### src/ffmd_pkg.sv
// package for the freefall/motion event detector
// assumes one system clock and a sample strobe from the data path
package ffmd_pkg;

    // ************************************************************
    // register map of the detector
    // ************************************************************
    localparam logic [7:0] CFG_ADDR = 8'h15;
    localparam logic [7:0] SRC_ADDR = 8'h16;
    localparam int CFG_LATCH_BIT = 7;
    localparam int CFG_SELECT_BIT = 6;
    localparam int CFG_Z_EN_BIT = 5;
    localparam int CFG_Y_EN_BIT = 4;
    localparam int CFG_X_EN_BIT = 3;
    localparam int SRC_SUMMARY_BIT = 7;
    localparam int SRC_Z_EVENT_BIT = 5;
    localparam int SRC_Z_POL_BIT = 4;
    localparam int SRC_Y_EVENT_BIT = 3;
    localparam int SRC_Y_POL_BIT = 2;
    localparam int SRC_X_EVENT_BIT = 1;
    localparam int SRC_X_POL_BIT = 0;

    // ************************************************************
    // reset values and data widths
    // ************************************************************
    localparam logic [7:0] CFG_RESET = 8'h00;
    localparam logic [7:0] SRC_RESET = 8'h00;
    localparam logic [7:0] COUNT_RESET = 8'h00;
    localparam logic DBCNT_MODE_RESET = 1'b1;
    localparam int AXIS_WIDTH = 12;
    localparam int THRESH_WIDTH = 7;

    typedef struct packed {
        logic event_flag;
        logic polarity_flag;
    } ffmd_axis_flags_t;

    typedef struct packed {
        logic event_latch_on;
        logic freefall_or_motion_select;
        logic axis_z_event_enable;
        logic axis_y_event_enable;
        logic axis_x_event_enable;
    } ffmd_cfg_t;

endpackage : ffmd_pkg

### src/ffmd_detector.sv
// freefall/motion event detector with debounce and source flags
// assumes sample_valid is a one-cycle strobe per output data sample,
// src_read is a one-cycle strobe from the register interface
`timescale 1ns/1ns
`default_nettype none
module ffmd_detector #(
    parameter int SAMPLE_WIDTH = ffmd_pkg::AXIS_WIDTH,
    parameter int THRESH_WIDTH = ffmd_pkg::THRESH_WIDTH
) (
    input wire logic sys_clk,
    input wire logic reset_n,
    input wire ffmd_pkg::ffmd_cfg_t detector_config_register,
    input wire logic debounce_counter_mode,
    input wire logic [7:0] debounce_count_register,
    input wire logic [THRESH_WIDTH-1:0] detection_threshold_register,
    input wire logic sample_valid,
    input wire logic [SAMPLE_WIDTH-1:0] sample_x,
    input wire logic [SAMPLE_WIDTH-1:0] sample_y,
    input wire logic [SAMPLE_WIDTH-1:0] sample_z,
    input wire logic src_read,
    output logic [7:0] event_source_register,
    output logic summary_event_flag
);

    // ************************************************************
    // per-axis comparison
    // ************************************************************
    wire logic en_x = detector_config_register.axis_x_event_enable;
    wire logic en_y = detector_config_register.axis_y_event_enable;
    wire logic en_z = detector_config_register.axis_z_event_enable;
    wire logic latch_on = detector_config_register.event_latch_on;
    wire logic motion_sel = detector_config_register.freefall_or_motion_select;
    wire logic any_enabled = en_x | en_y | en_z;

    logic high_x, high_y, high_z;
    logic low_x, low_y, low_z;
    logic neg_x, neg_y, neg_z;

    ffmd_axis_cmp #(.SAMPLE_WIDTH(SAMPLE_WIDTH), .THRESH_WIDTH(THRESH_WIDTH)) u_cmp_x (
        .sample(sample_x),
        .threshold(detection_threshold_register),
        .enable(en_x),
        .high_g(high_x),
        .low_g(low_x),
        .negative(neg_x)
    );
    ffmd_axis_cmp #(.SAMPLE_WIDTH(SAMPLE_WIDTH), .THRESH_WIDTH(THRESH_WIDTH)) u_cmp_y (
        .sample(sample_y),
        .threshold(detection_threshold_register),
        .enable(en_y),
        .high_g(high_y),
        .low_g(low_y),
        .negative(neg_y)
    );
    ffmd_axis_cmp #(.SAMPLE_WIDTH(SAMPLE_WIDTH), .THRESH_WIDTH(THRESH_WIDTH)) u_cmp_z (
        .sample(sample_z),
        .threshold(detection_threshold_register),
        .enable(en_z),
        .high_g(high_z),
        .low_g(low_z),
        .negative(neg_z)
    );

    // ************************************************************
    // summary condition
    // ************************************************************
    // disabled axis counts as true for AND, false for OR
    wire logic ff_cond = (low_x | ~en_x) & (low_y | ~en_y) & (low_z | ~en_z);
    wire logic mt_cond = high_x | high_y | high_z;
    wire logic condition = any_enabled & (motion_sel ? mt_cond : ff_cond);

    // raw axis flags: event is high-g for motion, low-g for freefall
    wire logic raw_ev_x = motion_sel ? high_x : low_x;
    wire logic raw_ev_y = motion_sel ? high_y : low_y;
    wire logic raw_ev_z = motion_sel ? high_z : low_z;
    wire ffmd_pkg::ffmd_axis_flags_t raw_x = '{raw_ev_x, neg_x & raw_ev_x};
    wire ffmd_pkg::ffmd_axis_flags_t raw_y = '{raw_ev_y, neg_y & raw_ev_y};
    wire ffmd_pkg::ffmd_axis_flags_t raw_z = '{raw_ev_z, neg_z & raw_ev_z};
    wire logic [7:0] raw_src = {1'b0, 1'b0, raw_z, raw_y, raw_x};
    wire logic [7:0] enable_mask = {1'b1, 1'b0, {2{en_z}}, {2{en_y}}, {2{en_x}}};

    // ************************************************************
    // debounce counter
    // ************************************************************
    logic [7:0] debounce_count;
    logic summary;
    logic [7:0] axis_hold;

    wire logic latched_clear = latch_on & src_read;
    wire logic at_target = (debounce_count >= debounce_count_register);
    wire logic frozen = latch_on & summary;

    logic [7:0] next_count;
    always_comb
    begin
        next_count = debounce_count;
        if (latched_clear | ~any_enabled)
        begin
            next_count = 8'h00;
        end
        else if (sample_valid & ~frozen)
        begin
            if (condition)
            begin
                if (!at_target)
                begin
                    next_count = debounce_count + 8'h01;
                end
            end
            else if (debounce_counter_mode)
            begin
                next_count = 8'h00;
            end
            else if (debounce_count != 8'h00)
            begin
                next_count = debounce_count - 8'h01;
            end
        end
    end

    // qualify on equality with the programmed count
    wire logic next_at_target = (next_count == debounce_count_register);
    logic next_summary;
    always_comb
    begin
        next_summary = summary;
        if (latched_clear | ~any_enabled)
        begin
            next_summary = 1'b0;
        end
        else if (latch_on)
        begin
            if (sample_valid & condition & next_at_target)
            begin
                next_summary = 1'b1;
            end
        end
        else if (sample_valid)
        begin
            if (condition)
            begin
                next_summary = summary | next_at_target;
            end
            else if (debounce_counter_mode)
            begin
                next_summary = 1'b0;
            end
            else
            begin
                next_summary = summary & (next_count != 8'h00);
            end
        end
    end

    // ************************************************************
    // source flags
    // ************************************************************
    localparam logic [7:0] SRC_CLEAR = ffmd_pkg::SRC_RESET;
    logic [7:0] next_axis;
    always_comb
    begin
        next_axis = axis_hold;
        if (~any_enabled | latched_clear)
        begin
            next_axis = SRC_CLEAR;
        end
        else if (~frozen & sample_valid)
        begin
            next_axis = raw_src;
        end
    end

    wire logic [7:0] next_source = ({next_summary, 1'b0, next_axis[5:0]}) & enable_mask;

    always_ff @(posedge sys_clk or negedge reset_n)
    begin
        if (!reset_n)
        begin
            debounce_count <= ffmd_pkg::COUNT_RESET;
            summary <= 1'b0;
            axis_hold <= ffmd_pkg::SRC_RESET;
            event_source_register <= ffmd_pkg::SRC_RESET;
            summary_event_flag <= 1'b0;
        end
        else
        begin
            debounce_count <= next_count;
            summary <= next_summary;
            axis_hold <= next_axis;
            event_source_register <= next_source;
            summary_event_flag <= next_summary;
        end
    end

endmodule : ffmd_detector
`default_nettype wire

### src/ffmd_axis_cmp.sv
// one axis threshold comparison
// assumes two's complement sample, unsigned threshold against top bits
`timescale 1ns/1ns
`default_nettype none
module ffmd_axis_cmp #(
    parameter int SAMPLE_WIDTH = ffmd_pkg::AXIS_WIDTH,
    parameter int THRESH_WIDTH = ffmd_pkg::THRESH_WIDTH
) (
    input wire logic [SAMPLE_WIDTH-1:0] sample,
    input wire logic [THRESH_WIDTH-1:0] threshold,
    input wire logic enable,
    output logic high_g,
    output logic low_g,
    output logic negative
);
    wire logic sign_bit = sample[SAMPLE_WIDTH-1];
    wire logic [SAMPLE_WIDTH-1:0] magnitude_full = sign_bit ? (~sample + 1'b1) : sample;
    // magnitude in threshold steps: drop the lower bits
    wire logic [SAMPLE_WIDTH-1:0] magnitude_step = magnitude_full >> (SAMPLE_WIDTH - 1 - THRESH_WIDTH);
    wire logic [SAMPLE_WIDTH-1:0] thresh_wide = {{(SAMPLE_WIDTH-THRESH_WIDTH){1'b0}}, threshold};
    assign high_g = enable & (magnitude_step > thresh_wide);
    assign low_g = enable & (magnitude_step <= thresh_wide);
    assign negative = enable & sign_bit;
endmodule : ffmd_axis_cmp
`default_nettype wire

### config.mk
export PLATFORM = sky130hd
export DESIGN_NAME = ffmd_detector
export DESIGN_NICKNAME = d
export VERILOG_FILES = /design/src/ffmd_pkg.sv /design/src/ffmd_detector.sv /design/src/ffmd_axis_cmp.sv
export SDC_FILE = /design/constraint.sdc
export NUM_CORES = 1
export LEC_CHECK = 0
export ABC_CLOCK_PERIOD_IN_PS = 3800
export BUFFER_PORTS_ARGS = -buffer_cell sky130_fd_sc_hd__buf_4
export CORE_UTILIZATION = 36
export DETAILED_ROUTE_END_ITERATION = 8
export GPL_TIMING_DRIVEN = 0
export PLACE_DENSITY_LB_ADDON = 0.05
export SLEW_MARGIN = 20
export SYNTH_ARGS = -nofsm -noshare
export SYNTH_HDL_FRONTEND = slang
export SYNTH_SLANG_ARGS = --single-unit
### constraint.sdc
create_clock -name sys_clk -period 3.8 [get_ports sys_clk]
set_input_delay 1.14 -clock sys_clk [delete_from_list [all_inputs] [get_ports sys_clk]]
set_output_delay 1.14 -clock sys_clk [all_outputs]
set_load 0.01 [all_outputs]
==> impl_metrics.env <==
export IMPL_maxCapViolations=0
export IMPL_rows=32
export IMPL_path_clk_slew_ns=0.08
export IMPL_wl_per_cell_um=16.1
export IMPL_ff2ff_setup_slack_ns=0
export IMPL_nNetsFinal=550
export IMPL_reg2reg_to="event_source_register[7]"
export IMPL_finalPower_mw=1.40
export IMPL_cts_tree="yes"
export IMPL_ys_seq_area_share_pct=17.9
export IMPL_startpoint_type="primary input"
export IMPL_tightest_slew_ns=0.776
export IMPL_seqPwrFrac_pct=21.1
export IMPL_areaGrowthSynthToFinish_pct=39.6
export IMPL_worst_slack_ns=-1.58
export IMPL_rsz0062_at_grt="true"
export IMPL_clock_latency_ns=0.26
export IMPL_comb_power_share_pct=67.9
export IMPL_syn_area_sq_mm=0.00294
export IMPL_min_period_ns=5.38
export IMPL_hold_depth=2
export IMPL_portBuffers=66
export IMPL_ant_nets=0
export IMPL_fmax_mhz=186
export IMPL_min_path_type="flip-flop to flip-flop"
export IMPL_sw_frac_of_total_pct=45.7
export IMPL_yosysMostFrequentCell="nand2_1"
export IMPL_finClkSkew_ns=0.00376
export IMPL_dp_hpwl_um=7040
export IMPL_ys_ff_latch=21
export IMPL_violations="setup timing"
export IMPL_hold_viol=0
export IMPL_fin_util_pct=52.6
export IMPL_timing_rr_start="debounce_count[0]"
export IMPL_grt_pass1_wl_um=14200
export IMPL_setup_tns_ns=-11.99
export IMPL_crit_chain="buf_6 -> or4_4 -> or3_4 -> or3_4 -> o21ai_2 -> xnor2_1 -> ha_1 -> and3_4 -> a221oi_2 -> a32oi_2 -> a2111oi_4 -> buf_4 -> a21oi_4 -> nor2b_4 -> buf_6 -> buf_12 -> buf_4 -> nand3_1 -> o21ai_2 -> nor4_1 -> a41o_1 -> o41ai_2"
export IMPL_power_density_mw_per_mm2=341
export IMPL_grt_max_degree=22
export IMPL_cpPeakStageDelay_ns=0.53
export IMPL_core_area_sq_mm=0.00781
export IMPL_die_height_um=92.4
export IMPL_path_max_fanout=7
export IMPL_crit_type="primary input to flip-flop"
export IMPL_pin_count=70
export IMPL_gp_congestion=0.903
export IMPL_hold_end="axis_hold[0]"
export IMPL_avgSynthCellArea_sq_um=7.98
export IMPL_htreeDepth=1
export IMPL_synth_edff_count=0
export IMPL_synth_top_flop_cell="dfrtp_1"
export IMPL_finalWirelength_um=8980
export IMPL_critPathArrivalTime_ns=5.54
export IMPL_worstHoldStart="axis_hold[0]"
export IMPL_clockRootBuffer="clkbuf_8"
export IMPL_track_usage_pct=21.0
export IMPL_die_width_um=92.4
export IMPL_critPathRequiredTime_ns=3.96
export IMPL_via_count=3103
export IMPL_ys_top_cells_by_count="nand2_1 (33), ha_1 (32), xnor2_1 (26), nor2_1 (25), o21ai_0 (23)"
export IMPL_synth_top_area_cell="dfrtp_1"
export IMPL_start_util_pct=37.7
export IMPL_clockBufferDepth=2
export IMPL_endpoint_kind="flip-flop"
export IMPL_timing_final_crit_share_pct=142
export IMPL_finalSetupViolCount=19
export IMPL_drt_iter0_drc=113
export IMPL_drcViolationCount=0
export IMPL_drive_gt1_share_pct=33.6
export IMPL_numCtsBuffers=3
export IMPL_yosysWarnings=0
export IMPL_die_area_sq_mm=0.00854
export IMPL_syn_num_nets=462
export IMPL_final_max_slew_viol_count=0
export IMPL_drt_pass1_iter_count=4
export IMPL_switching_power_mw=0.639
export IMPL_grt_pass1_vias=2963
export IMPL_n_antenna_cell=0
export IMPL_yosys_top_cells_area="dfrtp_1 (18%), ha_1 (14%), xnor2_1 (7.7%), nand2_1 (4.2%), o21ai_0 (3.9%)"
export IMPL_synth_cell_types=66
export IMPL_clock_sinks=21
export IMPL_leakage_nw=1.83
export IMPL_viasPerCell=5.56
export IMPL_crit_slowest_cell="or4_4"
export IMPL_clkPwrFrac_pct=11.0
export IMPL_synthesis_instances=369
export IMPL_slew_headroom_pct=48.3
export IMPL_rr_worst_depth=14
export IMPL_grt_remaining_overflow=0
export IMPL_antenna_found_initial=0
export IMPL_synth_top_area_share_pct=17.9
export IMPL_synth_async_reset_ratio_pct=100
export IMPL_power_internal_mw=0.760
export IMPL_vdd_drop_max_mv=0.127
export IMPL_status="finished with violations"
-- layout make-up --
cell class,count,area (sq um)
Fill cell,775,3700
Multi-Input combinational cell,310,2560
Buffer,16,87.6
Timing Repair Buffer,83,681
Sequential cell,21,526
Tap cell,102,128
Clock buffer,4,45.0
Inverter,22,82.6
-- critical path: cells and delay by family --
family	cells	cell delay (ns)
and+or+nand+nor	7	1.71
buffers and inverters	5	0.65
AOI/OAI and AO/OA	8	1.66
adders and majority gates	1	0.26
xor gates and xnor gates	1	0.12
-- power by group through the flow --
| stage | registers (mW) | clock network, mW | logic, mW |
|---|---|---|---|
| 4_1_cts | 0.293 | 0.154 | 0.883 |
| 3_3_place_gp | 0.298 | 0 | 0.801 |
| 6_report | 0.295 | 0.154 | 0.951 |
| 5_1_grt | 0.299 | 0.166 | 1.04 |
| 2_1_floorplan | 0.288 | 0 | 0.577 |
| 3_5_place_dp | 0.298 | 0 | 0.803 |
-- routing by layer --
layer / up-vias / track usage [%] / share of wire (%)
li1: 1535 / - / -
met1: 1446 / 25.9 / 42
met2: 101 / 38.0 / 51
met3: 21 / 1.89 / 4.6
met4: 0 / 6.51 / 2.7
met5: - / 0 / 0
-- cells by family after synthesis --
group	share of synthesized area (%)
compound gates	25.3
xor+xnor	9.52
fa+ha+maj	13.6
buf+inv	5.65
flops	17.9
mux	1.53
other cells	0.127
simple gates	26.4
-- cells in the final DEF (no fill, tap or decap), types with 5 or more instances in the layout --
cell type	n
a211oi_2	5
a21o_1	6
a21oi_1	7
a21oi_2	5
and2_1	12
buf_4	72
buf_6	13
clkbuf_1	12
dfrtp_1	21
ha_1	31
inv_1	21
nand2_1	32
nand2b_1	6
nand3_1	9
nor2_1	24
nor3_1	8
o21ai_0	16
o21ai_1	6
or3_1	7
or4_4	5
xnor2_1	24
xor2_1	6
-- state kept, by name, summed over array words and instances (netlist names) --
signal                 flops
axis_hold                  6
debounce_count             8
event_source_register      7
-- what timing repair did --
action | 4_1_cts | 5_1_grt
setup endpoints to repair | 19 | 21
gates resized for setup | 30 | 25
setup buffers | 13 | 5
pin swaps | 32 | 45
hold buffers | 0 | 0
-- metrics by stage --
| stage | worst slack, ns | instance area [sq um] | hold WS, ns | std cells |
|---|---|---|---|---|
| floorplan | -1.46 | 3050 | 0.508 | 369 |
| global route | -1.78 | 4110 | 0.558 | 558 |
| CTS | -1.74 | 3950 | 0.541 | 554 |
| finish | -1.58 | 4110 | 0.543 | 558 |
| global placement | -2.02 | 3670 | 0.526 | 537 |
| detailed placement | -2.02 | 3670 | 0.530 | 537 |
-- worst max-delay path by stage --
stage,startpoint,to,slack (ns),cells after the start
floorplan,sample_y[2],event_source_register[7],-1.46,18
detailed placement,sample_y[2],event_source_register[7],-2.02,20
global placement,sample_y[2],event_source_register[7],-2.02,20
finish,sample_y[2],event_source_register[7],-1.58,22
global route,sample_y[2],event_source_register[7],-1.78,22
CTS,sample_y[2],event_source_register[7],-1.74,21
Note: power is estimated with default switching activity, not from simulation.
